===== src/setup_params.svh =====
/*
 * Constants for the setup and expansion parameter block: command codes,
 * reset values, bounds and key-hold timing.
 * Assumes inclusion once per compile unit by bare name.
 */
`ifndef SETUP_PARAMS_SVH
`define SETUP_PARAMS_SVH

`define CLK_FREQ_HZ 20000000
`define HOLD_TIME_MS 1000
`define HOLD_CYCLES ((`CLK_FREQ_HZ / 1000) * `HOLD_TIME_MS)

`define ALM_TYPE_MIN 4'h1
`define ALM_TYPE_MAX 4'hB
`define ALM_TYPE_DEF 4'h2

`define SP_HIGH_DEF 16'sh0514
`define SP_LOW_DEF 16'shFF38
`define SCALE_HIGH_DEF 16'sh0064
`define SCALE_LOW_DEF 16'sh0000
`define SECURITY_DEF 3'h1

`define CMD_ALM_TYPE 4'h0
`define CMD_ALM_POL 4'h1
`define CMD_ACTION 4'h2
`define CMD_SP_HIGH 4'h3
`define CMD_SP_LOW 4'h4
`define CMD_SET_POINT 4'h5
`define CMD_METHOD 4'h6
`define CMD_PWR_ON 4'h7
`define CMD_INIT 4'h8
`define REG_STATUS 4'hE
`define REG_MASK 4'hF

`endif


===== src/setup_pkg.sv =====
/*
 * Types for the setup and expansion parameter block.
 * Assumes setup_params.svh supplies the numeric constants.
 */
package setup_pkg;

    typedef enum logic [1:0] {
        PWR_CONTINUE = 2'b00,
        PWR_RESET = 2'b01,
        PWR_RUN = 2'b10,
        PWR_MANUAL = 2'b11
    } pwr_on_e;

    typedef enum logic [1:0] {
        KEY_IDLE = 2'b00,
        KEY_MENU = 2'b01,
        KEY_WAIT = 2'b10
    } key_state_e;

    typedef struct packed {
        logic [3:0] cmd;
        logic [1:0] chan;
        logic [15:0] data;
    } param_wr_s;

    typedef struct packed {
        logic signed [15:0] high;
        logic signed [15:0] low;
    } range_s;

endpackage : setup_pkg


===== src/setup_params.sv =====
/*
 * Setup and expansion parameter logic of a process controller: alarm type
 * and polarity, control action, set point limiter, control method, power-on
 * action and protected menu entry.
 * Assumes synchronous key and write inputs on CLK, and an external sensor
 * range table feeding SENSOR_HIGH/SENSOR_LOW.
 */
`timescale 1ns/1ps
`include "setup_params.svh"

// Functional notes
// three alarms, type codes one to eleven
// initialisation sets every alarm type to two
// close-in-alarm output follows alarm state
// open-in-alarm output is inverted alarm state
// led follows alarm state, any polarity
// direct raises output with value; reverse opposite
// expansion menu usable only at security 0/1
// menu and mode each need one-second hold
// new set point accepted only within bounds
// bound rewrite clamps stored set point
// sensor or unit change loads sensor limits
// high bound: low+1 to limit, default 1300
// low bound: limit to high-1, default -200
// temperature input uses sensor range limits
// decimal position from sensor or scaling
// method select pid or on/off, default pid
// power-up action selectable, default continue
// manual power-up refused when key protected
// invalid alarm type writes leave code unchanged
module setup_params
    import setup_pkg::*;
(
    input wire logic CLK, // system clock
    input wire logic RESETN, // async reset, active low
    input wire logic [3:0] ADDR, // register address
    input wire logic [15:0] WDATA, // write data
    input wire logic WR, // write strobe
    input wire logic RD, // read strobe
    output logic [15:0] RDATA, // read data, one cycle later
    input wire logic MODE_KEY, // mode key held
    input wire logic [2:0] SECURITY, // protect security setting
    input wire logic AM_KEY_PROTECT, // auto/manual key protected
    input wire logic TEMP_INPUT, // temperature input selected
    input wire logic SENSOR_CHANGE, // input type or unit changed, pulse
    input wire logic signed [15:0] SENSOR_HIGH, // sensor range upper limit
    input wire logic signed [15:0] SENSOR_LOW, // sensor range lower limit
    input wire logic [1:0] SENSOR_DP, // sensor decimal position
    input wire logic signed [15:0] SCALE_HIGH, // scaling upper limit
    input wire logic signed [15:0] SCALE_LOW, // scaling lower limit
    input wire logic [1:0] SCALE_DP, // scaling decimal position
    input wire logic STD_OR_HEATCOOL, // standard or heat/cool control
    input wire logic [2:0] ALARM_FUNC, // internal alarm states
    input wire logic signed [15:0] PV_ERROR, // process value minus set point
    input wire logic POWER_UP, // power-up event, pulse
    output logic [2:0] ALARM_OUT, // physical alarm outputs
    output logic [2:0] ALARM_LED, // alarm indicator leds
    output logic signed [15:0] MV_DRIVE, // action-signed error for pid
    output logic signed [15:0] SET_POINT, // stored set point
    output logic [1:0] SP_DECIMAL, // set point decimal position
    output logic ONOFF_ACTIVE, // on/off control in force
    output logic MENU_OPEN, // menu display shown
    output logic EXP_MODE, // expansion mode entered
    output logic [1:0] PWR_ACTION, // action taken at power-up
    output logic PWR_ACTION_VALID, // power-up action pulse
    output logic IRQ // level interrupt
);

    localparam int HOLD_N = `HOLD_CYCLES;

    function automatic logic signed [15:0] clamp(
        input logic signed [15:0] v,
        input logic signed [15:0] lo,
        input logic signed [15:0] hi
    );
        if (v > hi) begin
            return hi;
        end
        if (v < lo) begin
            return lo;
        end
        return v;
    endfunction : clamp

    function automatic logic in_range(
        input logic signed [15:0] v,
        input logic signed [15:0] lo,
        input logic signed [15:0] hi
    );
        return (v >= lo) && (v <= hi);
    endfunction : in_range

    // registers software may still reach while the menu is locked
    function automatic logic lock_exempt(input logic [3:0] a);
        return (a == `CMD_SET_POINT) || (a == `REG_STATUS) || (a == `REG_MASK);
    endfunction : lock_exempt

    logic [3:0] alm_type_ff [3];
    logic [2:0] alm_open_ff;
    logic reverse_ff;
    range_s bound_ff;
    logic signed [15:0] sp_ff;
    logic onoff_ff;
    pwr_on_e pwr_sel_ff;
    logic [3:0] status_ff;
    logic [3:0] mask_ff;
    logic [15:0] rdata_ff;
    key_state_e key_ff;
    logic [24:0] hold_cnt_ff;
    logic [1:0] pwr_act_ff;
    logic pwr_vld_ff;
    logic exp_ff;

    param_wr_s wr_req;
    assign wr_req = '{cmd: ADDR, chan: WDATA[13:12], data: WDATA};

    // expansion parameters locked above security 1
    wire exp_unlocked = (SECURITY <= 3'h1);
    wire wr_any = WR && exp_unlocked;
    // temperature input limits by sensor range
    range_s lim;
    assign lim.high = TEMP_INPUT ? SENSOR_HIGH : SCALE_HIGH;
    assign lim.low = TEMP_INPUT ? SENSOR_LOW : SCALE_LOW;
    wire signed [15:0] wval = signed'(wr_req.data);
    wire [3:0] wtype = wr_req.data[3:0];
    // type code checked before store
    wire type_ok = (wtype >= `ALM_TYPE_MIN) && (wtype <= `ALM_TYPE_MAX)
        && (wr_req.chan != 2'h3);
    wire wr_type = wr_any && (wr_req.cmd == `CMD_ALM_TYPE) && type_ok;
    // high bound range check
    wire hi_ok = in_range(wval, bound_ff.low + 16'sh0001, lim.high);
    // low bound range check
    wire lo_ok = in_range(wval, lim.low, bound_ff.high - 16'sh0001);
    wire wr_hi = wr_any && (wr_req.cmd == `CMD_SP_HIGH) && hi_ok;
    wire wr_lo = wr_any && (wr_req.cmd == `CMD_SP_LOW) && lo_ok;
    // set point within bounds only
    wire sp_ok = in_range(wval, bound_ff.low, bound_ff.high);
    wire wr_sp = WR && (wr_req.cmd == `CMD_SET_POINT) && sp_ok;
    // manual refused when key protected
    wire pwr_ok = !(pwr_on_e'(wr_req.data[1:0]) == PWR_MANUAL && AM_KEY_PROTECT);
    wire wr_pwr = wr_any && (wr_req.cmd == `CMD_PWR_ON) && pwr_ok;
    wire wr_init = wr_any && (wr_req.cmd == `CMD_INIT);
    // polarity, action and method writes share the lock
    wire wr_pol = wr_any && (wr_req.cmd == `CMD_ALM_POL);
    wire wr_act = wr_any && (wr_req.cmd == `CMD_ACTION);
    wire wr_meth = wr_any && (wr_req.cmd == `CMD_METHOD);
    // locked write to a parameter that the lock covers
    wire wr_reject = WR && !exp_unlocked && !lock_exempt(ADDR);

    range_s nxt_bound;
    always_comb begin
        nxt_bound = bound_ff;
        // sensor change forces sensor limits
        if (SENSOR_CHANGE && TEMP_INPUT) begin
            nxt_bound.high = SENSOR_HIGH;
            nxt_bound.low = SENSOR_LOW;
        end else if (wr_init) begin
            nxt_bound.high = `SP_HIGH_DEF;
            nxt_bound.low = `SP_LOW_DEF;
        end else if (wr_hi) begin
            nxt_bound.high = wval;
        end else if (wr_lo) begin
            nxt_bound.low = wval;
        end
    end

    // stored set point clamped to bounds
    wire signed [15:0] nxt_sp = wr_sp ? wval : clamp(sp_ff, nxt_bound.low, nxt_bound.high);

    always_ff @(posedge CLK or negedge RESETN) begin
        if (!RESETN) begin
            bound_ff <= '{high: `SP_HIGH_DEF, low: `SP_LOW_DEF};
        end else begin
            bound_ff <= nxt_bound;
        end
    end

    always_ff @(posedge CLK or negedge RESETN) begin
        if (!RESETN) begin
            sp_ff <= 16'sh0000;
        end else begin
            sp_ff <= nxt_sp;
        end
    end

    // initialisation restores type two
    always_ff @(posedge CLK or negedge RESETN) begin
        if (!RESETN) begin
            for (int i = 0; i < 3; i++) begin
                alm_type_ff[i] <= `ALM_TYPE_DEF;
            end
        end else begin
            for (int i = 0; i < 3; i++) begin
                if (wr_init) begin
                    alm_type_ff[i] <= `ALM_TYPE_DEF;
                end else if (wr_type && wr_req.chan == 2'(i)) begin
                    alm_type_ff[i] <= wtype;
                end
            end
        end
    end

    // polarity bits, one per channel, set means open in alarm
    always_ff @(posedge CLK or negedge RESETN) begin
        if (!RESETN) begin
            alm_open_ff <= 3'h0;
        end else if (wr_init) begin
            alm_open_ff <= 3'h0;
        end else if (wr_pol) begin
            alm_open_ff <= wr_req.data[2:0];
        end
    end

    always_ff @(posedge CLK or negedge RESETN) begin
        if (!RESETN) begin
            reverse_ff <= 1'b1;
        end else if (wr_init) begin
            reverse_ff <= 1'b1;
        end else if (wr_act) begin
            reverse_ff <= wr_req.data[0];
        end
    end

    // method defaults to pid
    always_ff @(posedge CLK or negedge RESETN) begin
        if (!RESETN) begin
            onoff_ff <= 1'b0;
        end else if (wr_init) begin
            onoff_ff <= 1'b0;
        end else if (wr_meth) begin
            onoff_ff <= wr_req.data[0];
        end
    end

    // resume is the default
    always_ff @(posedge CLK or negedge RESETN) begin
        if (!RESETN) begin
            pwr_sel_ff <= PWR_CONTINUE;
        end else if (wr_init) begin
            pwr_sel_ff <= PWR_CONTINUE;
        end else if (wr_pwr) begin
            pwr_sel_ff <= pwr_on_e'(wr_req.data[1:0]);
        end
    end

    // polarity applied per channel
    assign ALARM_OUT = ALARM_FUNC ^ alm_open_ff;
    // led ignores polarity
    assign ALARM_LED = ALARM_FUNC;
    // reverse action negates error sign
    assign MV_DRIVE = reverse_ff ? -PV_ERROR : PV_ERROR;
    assign SET_POINT = sp_ff;
    // decimal position source
    assign SP_DECIMAL = TEMP_INPUT ? SENSOR_DP : SCALE_DP;
    // on/off only for standard or heat/cool
    assign ONOFF_ACTIVE = onoff_ff && STD_OR_HEATCOOL;

    // hold mode key one second twice
    wire hold_done = (hold_cnt_ff == 25'(HOLD_N - 1));
    // count restarts on release, after each full hold and while key_ff is KEY_MENU
    wire hold_clr = !MODE_KEY || hold_done || (key_ff == KEY_MENU);
    wire [24:0] nxt_hold = hold_clr ? 25'h0000000 : hold_cnt_ff + 25'h0000001;
    key_state_e nxt_key;
    always_comb begin
        nxt_key = key_ff;
        unique case (key_ff)
            KEY_IDLE: begin
                if (MODE_KEY && hold_done) begin
                    nxt_key = KEY_MENU;
                end
            end
            KEY_MENU: begin
                if (!MODE_KEY) begin
                    nxt_key = KEY_WAIT;
                end
            end
            KEY_WAIT: begin
                if (MODE_KEY && hold_done) begin
                    nxt_key = KEY_IDLE;
                end
            end
            default: begin
                nxt_key = KEY_IDLE;
            end
        endcase
    end
    wire menu_enter = (key_ff == KEY_IDLE) && (nxt_key == KEY_MENU);
    wire mode_enter = (key_ff == KEY_WAIT) && (nxt_key == KEY_IDLE);

    always_ff @(posedge CLK or negedge RESETN) begin
        if (!RESETN) begin
            key_ff <= KEY_IDLE;
            hold_cnt_ff <= 25'h0000000;
        end else begin
            key_ff <= nxt_key;
            hold_cnt_ff <= nxt_hold;
        end
    end

    // mode entry only when unlocked
    always_ff @(posedge CLK or negedge RESETN) begin
        if (!RESETN) begin
            exp_ff <= 1'b0;
        end else if (mode_enter) begin
            exp_ff <= exp_unlocked;
        end else if (menu_enter) begin
            exp_ff <= 1'b0;
        end
    end
    assign MENU_OPEN = (key_ff != KEY_IDLE);
    assign EXP_MODE = exp_ff;

    // power-up action issued
    always_ff @(posedge CLK or negedge RESETN) begin
        if (!RESETN) begin
            pwr_act_ff <= 2'h0;
            pwr_vld_ff <= 1'b0;
        end else begin
            pwr_vld_ff <= POWER_UP;
            if (POWER_UP) begin
                pwr_act_ff <= pwr_sel_ff;
            end
        end
    end
    assign PWR_ACTION = pwr_act_ff;
    assign PWR_ACTION_VALID = pwr_vld_ff;

    // events: rejected write, bound clamp, sensor reload, power-up
    wire ev_clamp = (nxt_sp != sp_ff) && !wr_sp;
    wire ev_reload = SENSOR_CHANGE && TEMP_INPUT;
    wire [3:0] events = {POWER_UP, ev_reload, ev_clamp, wr_reject};
    wire wr_status = WR && (ADDR == `REG_STATUS);
    wire wr_mask = WR && (ADDR == `REG_MASK);
    always_ff @(posedge CLK or negedge RESETN) begin
        if (!RESETN) begin
            status_ff <= 4'h0;
            mask_ff <= 4'h0;
        end else begin
            status_ff <= (status_ff & ~(wr_status ? WDATA[3:0] : 4'h0)) | events;
            if (wr_mask) begin
                mask_ff <= WDATA[3:0];
            end
        end
    end
    assign IRQ = |(status_ff & mask_ff);

    logic [15:0] rd_mux;
    always_comb begin
        rd_mux = 16'h0000;
        unique case (ADDR)
            `CMD_ALM_TYPE: rd_mux = {4'h0, alm_type_ff[2], alm_type_ff[1], alm_type_ff[0]};
            `CMD_ALM_POL: rd_mux = {13'h0000, alm_open_ff};
            `CMD_ACTION: rd_mux = {15'h0000, reverse_ff};
            `CMD_SP_HIGH: rd_mux = bound_ff.high;
            `CMD_SP_LOW: rd_mux = bound_ff.low;
            `CMD_SET_POINT: rd_mux = sp_ff;
            `CMD_METHOD: rd_mux = {15'h0000, onoff_ff};
            `CMD_PWR_ON: rd_mux = {14'h0000, pwr_sel_ff};
            `REG_STATUS: rd_mux = {12'h000, status_ff};
            `REG_MASK: rd_mux = {12'h000, mask_ff};
            default: rd_mux = 16'h0000;
        endcase
    end

    always_ff @(posedge CLK or negedge RESETN) begin
        if (!RESETN) begin
            rdata_ff <= 16'h0000;
        end else begin
            rdata_ff <= RD ? rd_mux : 16'h0000;
        end
    end
    assign RDATA = rdata_ff;

endmodule : setup_params


===== config.mk =====
export PLATFORM = sky130hd
export DESIGN_NAME = setup_params
export DESIGN_NICKNAME = d
export VERILOG_FILES = /design/src/setup_pkg.sv /design/src/setup_params.sv
export VERILOG_INCLUDE_DIRS = /design/src
export SDC_FILE = /design/constraint.sdc
export NUM_CORES = 1
export LEC_CHECK = 0
export BUFFER_PORTS_ARGS = -buffer_cell sky130_fd_sc_hd__clkbuf_2
export CELL_PAD_IN_SITES_DETAIL_PLACEMENT = 1
export CELL_PAD_IN_SITES_GLOBAL_PLACEMENT = 1
export CORE_UTILIZATION = 47
export DETAILED_ROUTE_END_ITERATION = 16
export PLACE_DENSITY_LB_ADDON = 0.1
export SKIP_LAST_GASP = 1
export SLEW_MARGIN = 10
export SYNTH_ARGS = -nofsm -noshare
export SYNTH_HDL_FRONTEND = slang
export SYNTH_SLANG_ARGS = --single-unit

===== constraint.sdc =====
create_clock -name CLK -period 10.1 [get_ports CLK]
set_input_delay 2.02 -clock CLK [delete_from_list [all_inputs] [get_ports CLK]]
set_output_delay 2.02 -clock CLK [all_outputs]
set_load 0.01 [all_outputs]

==> summary.md, run 1 <==
| Metric | Value |
|---|---|
| Status | finished, final reports clean |
| Chip width | 157 µm |
| DR WL met3 | 4050 µm |
| WL met2 | 20700 µm |
| CP max FO | 36 |
| Hold Crit Class | flop to flop |
| Worst-case clock buffer depth | 2 |
| Area grow syn2layout | 15.5% |
| Total grt overflow | 0 |
| Initial Util | 0.482 |
| Drt drc | 0 |
| Synth Flop Type | dfrtp_1 |
| Max Cap Viol | 0 |
| Post-Syn Instances | 1343 |
| Max-slew violations | 0 |
| Worst Tran Pin Value | 1.11 ns |
| Final period util | 0.826 |
| RSZ-0062 raised after global routing | no |
| CTS Hold Bufs | 0 |
| Final min period | 8.34 ns |
| Routed vias/inst | 6.45 |
| DP Wirelength | 34200 µm |
| TNS Setup | 0 ns |
| First-pass GRT wire length | 69800 µm |
| CTS tree | yes |
| Max layer used | met4 |
| Initial antenna violation count | 0 |
| Synthesis-stage register bit count | 122 |
| Final hold viol count | 0 |
| RePlAce Congestion | 0.956 |
| Setup violators final | 0 |
| Vias in the first global route | 12000 |
| Port Buf Inserts | 181 |
| # rows | 56 |
| Wire length on met1 | 19100 µm |
| Mapped Nets | 1592 |
| Post-route cell area | 0.0131 mm² |
| Leakage power | 0.00621 µW |
| Arr. time, crit path | 8.66 ns |
| Clk sinks | 122 |
| Via count | 11800 |
| 1st-pass router iterations | 8 |
| Chip height | 157 µm |
| Post-synth ARST share | 1.00 |
| Filler cell count | 2941 |
| Placed inst area | 0.0125 mm² |
| Post-synth EDFFs | 0 |
| Most common cell after layout, fill and taps aside | clkbuf_2 |
| Global Route Usage Sum | 0.381 |
| Inserted Clock Buffers | 17 |
| Critical Path RT | 10.42 ns |
| H-Tree Level Count | 4 |
| Antenna viol nets, final | 0 |
| Post-cts resize count | 0 |
| Most frequent cells in the layout | 180 x clkbuf_2, 130 x nand2_1, 129 x ha_1 |
| Iter 0 DRT Violations | 1071 |
| Wire per inst | 25.2 µm |
| Synthesized area per cell | 8.45 µm² |
| Worst skew pair latency | 0.44 ns |
| Slew margin rel. | 0.259 |
| Startpoint types | input pin |
| Synth unique cells | 82 |
| Largest net degree at the start of global routing | 68 |
| Sequential area share after synthesis | 0.271 |
| Post-CTS setup buffer count | 0 |
| Synth warn | 0 |
| Nets | 1742 |
| Cell Area, Synth | 0.0113 mm² |
| CP Capture Type | flop |
| WS Path Type | input pin to flop |
| Clk slew on worst S/H paths | 0.06 ns |
| Power per cell area | 198 mW/mm² |
| Layout cells sized above 1 | 0.197 |
| Die area | 0.0248 mm² |
| Ports | 183 |
| ANT cells | 0 |
| Clock Skews | 0.0127 ns |
| Core Area | 0.0235 mm² |
| Worst VDD drop | 0.000163 V |
| Final WL | 45900 µm |
| CTS root buffer | clkbuf_16 |
| FMAX | 120 MHz |
## power by group
part | leakage, µW | internal (µW) | switching (µW)
Combinational | 0.00440 | 502 | 702
Sequential | 0.00154 | 565 | 205
Clock | 0.000274 | 372 | 250
Total | 0.00621 | 1440 | 1160
## sequential cells by signal (all words and copies together) (netlist names)
signal	cells
bound_ff	32
RDATA	16
PWR_ACTION	2
status_ff	4
onoff_ff	1
alm_type_ff	12
key_ff	2
mask_ff	4
EXP_MODE	1
pwr_sel_ff	2
hold_cnt_ff	25
reverse_ff	1
alm_open_ff	3
SET_POINT	16
PWR_ACTION_VALID	1
## critical path, stage by stage
cell	delay, ns
clkbuf_2	0.81
mux2i_1	0.29
ha_1	0.37
nand4_1	0.11
nor4_1	0.48
a21bo_2	0.28
nand4_1	0.15
o211ai_1	0.33
o21ai_0	0.26
o21ai_0	0.18
a21oi_1	0.52
inv_1	0.12
ha_1	0.20
a21o_1	0.17
a21o_1	0.16
a21o_1	0.19
a41oi_1	0.18
nor3_1	0.06
or2_2	0.30
and3_1	0.20
a31oi_2	0.28
buf_4	0.36
mux2_2	0.37
o21ai_0	0.14
nand2_1	0.07
## final timing paths
| check | startpoint | end | slack (ns) | depth (start not counted) |
|---|---|---|---|---|
| max in group asynchronous | RESETN | SET_POINT[0] | 7.04 | 2 |
| setup reg to reg | bound_ff[3] | status_ff[1] | 2.33 | 27 |
| hold / removal | PWR_ACTION[1] | PWR_ACTION[1] | 0.51 | 1 |
| min in group asynchronous | RESETN | alm_open_ff[0] | 1.73 | 1 |
| hold reg to reg | PWR_ACTION[1] | PWR_ACTION[1] | 0.51 | 1 |
| setup / recovery | TEMP_INPUT | SET_POINT[5] | 1.76 | 25 |
## Yosys cell counts, drive strengths merged (5+ instances only)
master / number / area [µm²]
nand2: 131 / 494
ha: 129 / 1610
dfrtp: 103 / 2580
nor2: 102 / 383
a21oi: 89 / 457
inv: 85 / 319
mux2i: 75 / 751
o21ai: 61 / 309
clkbuf: 54 / 203
xnor2: 53 / 464
nand3: 42 / 215
nor3: 31 / 160
xor2: 31 / 272
nand4: 28 / 175
a21o: 26 / 195
dfstp: 19 / 499
mux2: 19 / 214
a31oi: 17 / 106
buf: 16 / 114
nor4: 16 / 100
o31ai: 15 / 113
and3: 14 / 87.6
nand2b: 13 / 81.3
a222oi: 12 / 120
and2: 11 / 68.8
o211ai: 11 / 82.6
a211oi: 10 / 75.1
or3: 10 / 62.6
nand3b: 7 / 52.6
nor2b: 7 / 43.8
o2111ai: 7 / 61.3
o21a: 7 / 52.6
a221oi: 6 / 58.8
a2111oi: 5 / 62.6
and4: 5 / 43.8
nor3b: 5 / 37.5
o22ai: 5 / 31.3
o311a: 5 / 51.3
## metrics by stage
| stage | hold slack [ns] | setup slack, ns | utilization | total power, µW | cells |
|---|---|---|---|---|---|
| 2_1_floorplan | 0.448 | 2.64 | - | 1500 | 1343 |
| 3_3_place_gp | 0.481 | 1.60 | 0.532 | 1880 | 1793 |
| 3_5_place_dp | 0.496 | 1.50 | 0.532 | 1940 | 1793 |
| 4_1_cts | 0.510 | 1.93 | 0.556 | 2570 | 1825 |
| 5_1_grt | 0.539 | 1.30 | 0.556 | 2740 | 1825 |
| 6_report | 0.506 | 1.76 | 0.556 | 2600 | 1825 |
## cell families after synthesis
family / count (synthesis) / share of synthesized area
AND/OR/NAND/NOR: 441 / 0.190
AO/OA/AOI/OAI: 317 / 0.189
buffers and inverters: 155 / 0.0560
adder cells (fa/ha/maj): 130 / 0.143
flip-flops: 122 / 0.271
multiplexers: 94 / 0.0851
XOR/XNOR: 84 / 0.0649
## routing by layer
metal	global-route usage	up-vias
li1	-	5200
met1	0.492	5832
met2	0.605	605
met3	0.0831	134
met4	0.174	0
met5	0	-
## layout make-up
class | instances | area (µm²) | area share
clock inverters | 12 | 139 | 0.0106
flip-flops and latches | 122 | 3080 | 0.235
multi-input cells | 1066 | 7660 | 0.585
repair buffers | 201 | 1060 | 0.0808
clock buffers | 20 | 447 | 0.0341
inverters | 85 | 319 | 0.0244
well taps | 319 | 399 | 0.0305
No activity file was read; power rests on OpenSTA's default activity.
==> inputs of run 2 (changes only) <==
--- a/config.mk
+++ b/config.mk
@@ -6,10 +6,11 @@
 export SDC_FILE = /design/constraint.sdc
 export NUM_CORES = 1
 export LEC_CHECK = 0
+export ABC_AREA = 1
 export BUFFER_PORTS_ARGS = -buffer_cell sky130_fd_sc_hd__clkbuf_2
 export CELL_PAD_IN_SITES_DETAIL_PLACEMENT = 1
 export CELL_PAD_IN_SITES_GLOBAL_PLACEMENT = 1
-export CORE_UTILIZATION = 47
+export CORE_UTILIZATION = 37
 export DETAILED_ROUTE_END_ITERATION = 16
 export PLACE_DENSITY_LB_ADDON = 0.1
 export SKIP_LAST_GASP = 1
==> constraint.sdc (replaced) <==
create_clock -name CLK -period 7.5 [get_ports CLK]
set_input_delay 1.5 -clock CLK [delete_from_list [all_inputs] [get_ports CLK]]
set_output_delay 1.5 -clock CLK [all_outputs]
set_load 0.01 [all_outputs]
==> run 2 against run 1 <==
Against the previous run:
- core utilization fell by 8.6 points
- total power rose by 46%
- global-route usage is 9.5 points lower
- largest cell class unchanged
==> summary.md, run 2 <==
| Metric | Value |
|---|---|
| Status | finished, final reports clean |
| Ports | 183 |
| First-pass GRT wire length | 63300 µm |
| Most used cell, CP | nand2_1 |
| Synth area leader | dfrtp_1 |
| Most frequent cell after synthesis | nand2_1 |
| Die area | 0.0296 mm² |
| Arr. time, crit path | 7.36 ns |
| Post-synth ARST share | 1.00 |
| Yosys top cell area share | 0.241 |
| Leakage power | 0.00704 µW |
| Max-slew violations | 0 |
| Global Route Usage Sum | 0.285 |
| Worst skew pair latency | 0.43 ns |
| Setup violators final | 0 |
| Mapped Nets | 1763 |
| Final period util | 0.939 |
| Final min period | 7.05 ns |
| Synthesis-stage register bit count | 122 |
| DP Wirelength | 32800 µm |
| Final hold viol count | 0 |
| Most common cell after layout, fill and taps aside | nand2_1 |
| Worst Path Buf+Inv | 14 |
| Post-synth EDFFs | 0 |
| R2R setup slack | 0.45 ns |
| Fin Hold WS | 0.476 ns |
| Clock Skews | 0.0106 ns |
| Vias in the first global route | 11300 |
| Initial Util | 0.381 |
| Clk slew on worst S/H paths | 0.06 ns |
| CP delay by family, top | simple AND/OR/NAND/NOR gates |
| FMAX | 142 MHz |
| CTS root buffer | clkbuf_16 |
| Placed Cells incl. Taps | 2089 |
| Antenna viol nets, final | 0 |
| 1st-pass router iterations | 5 |
| Chip height | 172 µm |
| Post-synth top cells | 320 x nand2_1, 240 x inv_1, 129 x ha_1 |
| Origin of the critical flop-to-flop path | bound_ff[2] |
| Synth warn | 0 |
| CTS Hold Bufs | 0 |
| Area grow syn2layout | 23.7% |
| CTS tree | yes |
| Post-layout util | 0.471 |
| Iter 0 DRT Violations | 506 |
| Cell Area, Synth | 0.0107 mm² |
| ANT cells | 0 |
| CP Capture Type | flop |
| Worst Tran Pin Value | 0.946 ns |
| # rows | 61 |
| Synth unique cells | 51 |
| Startpoint types | flop |
| H-Tree Level Count | 4 |
| Critical Path Max Stage Delay | 0.39 ns |
| Worst VDD drop | 0.000218 V |
| Synth Flop Type | dfrtp_1 |
| Synth area leaders | dfrtp_1 24%, ha_1 15%, nand2_1 11% |
| Inserted Clock Buffers | 17 |
| Max FFs per register | 32 |
| Worst-case clock buffer depth | 2 |
| Wire per inst | 19.3 µm |
| Via count | 11300 |
| RePlAce Congestion | 0.935 |
| Nets | 1990 |
| Synthesized area per cell | 7.08 µm² |
| RSZ-0062 raised after global routing | yes |
| Largest net degree at the start of global routing | 47 |
| Reg2reg path depth | 52 |
| Total grt overflow | 0 |
| Layout cells sized above 1 | 0.209 |
| Core Area | 0.0282 mm² |
| Max Cap Viol | 0 |
| Hold Path Depth | 1 |
| Reg2reg end | status_ff[1] |
| Most frequent cells in the layout | 317 x nand2_1, 235 x inv_1, 180 x clkbuf_2 |
| Top Registers | bound_ff: 32 flops, hold_cnt_ff: 25 flops |
| Fin cells | 2132 |
| Critical Path RT | 7.82 ns |
| Slowest CP cell | dfrtp_1 |
| Hold Crit Class | flop to flop |
| Chip width | 172 µm |
| Power per cell area | 287 mW/mm² |
| Slew margin rel. | 0.367 |
| Port Buf Inserts | 181 |
| Critical path launch point | bound_ff[2] |
| Sequential area share after synthesis | 0.287 |
| WS Path Type | flop to flop |
| Crit path depth | 52 |
| Final WL | 41100 µm |
| TNS Setup | 0 ns |
| Most flops, register | bound_ff |
| Critical Path End | status_ff[1] |
| Routed vias/inst | 5.30 |
| CP max FO | 7 |
| Post-Syn Instances | 1514 |
| Drt drc | 0 |
| Initial antenna violation count | 1 |
| Clk sinks | 122 |
| Filler cell count | 3638 |
-- run 2: worst min-delay path by stage --
stage	startpoint	to	slack [ns]
global placement	hold_cnt_ff[0]	hold_cnt_ff[0]	0.45
CTS	hold_cnt_ff[0]	hold_cnt_ff[0]	0.48
detailed placement	hold_cnt_ff[0]	hold_cnt_ff[0]	0.46
finish	hold_cnt_ff[0]	hold_cnt_ff[0]	0.48
floorplan	hold_cnt_ff[0]	hold_cnt_ff[0]	0.43
global route	hold_cnt_ff[0]	hold_cnt_ff[0]	0.50
-- run 2: where the power goes --
group	switching (µW)	internal (µW)
clock	354	492
combinational	1260	771
sequential	141	778
total	1760	2040
-- run 2: what timing repair did --
item / 4_1_cts / 5_1_grt
setup endpoints to repair: 1 / 4
pin swaps: 0 / 25
gates cloned: 0 / 2
hold endpoints to repair: 0 / 0
resized for setup: 4 / 57
buffers inserted: 0 / 9
-- run 2: final cells by class --
class                      count  area [µm²]  share of cell area
clock buffer                  20         467              0.0352
clock inverter                12         126             0.00954
inverter                     249         938              0.0708
multi-input combinational   1112        6750               0.509
sequential                   122        3080               0.232
tap                          378         473              0.0357
timing repair buffer         239        1420               0.107
-- run 2: cells by family after synthesis --
logic type / after synthesis / share of synthesized area
AO/OA/AOI/OAI: 307 / 0.160
AND/OR/NAND/NOR: 610 / 0.244
multiplexers: 22 / 0.0211
flip-flops: 122 / 0.287
XOR/XNOR: 44 / 0.0360
buffers and inverters: 280 / 0.101
adder cells (fa/ha/maj): 129 / 0.151
-- run 2: per-layer routing --
| metal | up-vias | wire length, µm | global-route usage | share of wire |
|---|---|---|---|---|
| met5 | - | 0 | 0 | 0 |
| met4 | 0 | 1510 | 0.123 | 0.037 |
| met3 | 68 | 1810 | 0.0350 | 0.044 |
| met2 | 318 | 19600 | 0.486 | 0.48 |
| met1 | 5433 | 18100 | 0.362 | 0.44 |
| li1 | 5490 | - | - | - |
-- run 2: worst register-to-register path, delay by kind of cell (launching register included) --
kind,cells,cell delay [ns]
AND/OR/NAND/NOR,25,3.14
buffers and inverters,14,1.51
AO/OA/AOI/OAI,8,0.91
adder cells (fa/ha/maj),2,0.61
XOR/XNOR,3,0.36
flip-flops,1,0.39
-- run 2: through the flow --
step	total power, µW	area, µm²	setup WS (ns)
after floorplan	2120	10700	1.12
after global placement	2750	12300	0.148
after detailed placement	2820	12300	-0.0105
after CTS	3690	12900	0.0322
after global routing	4130	13300	-0.0768
final	3800	13300	0.455
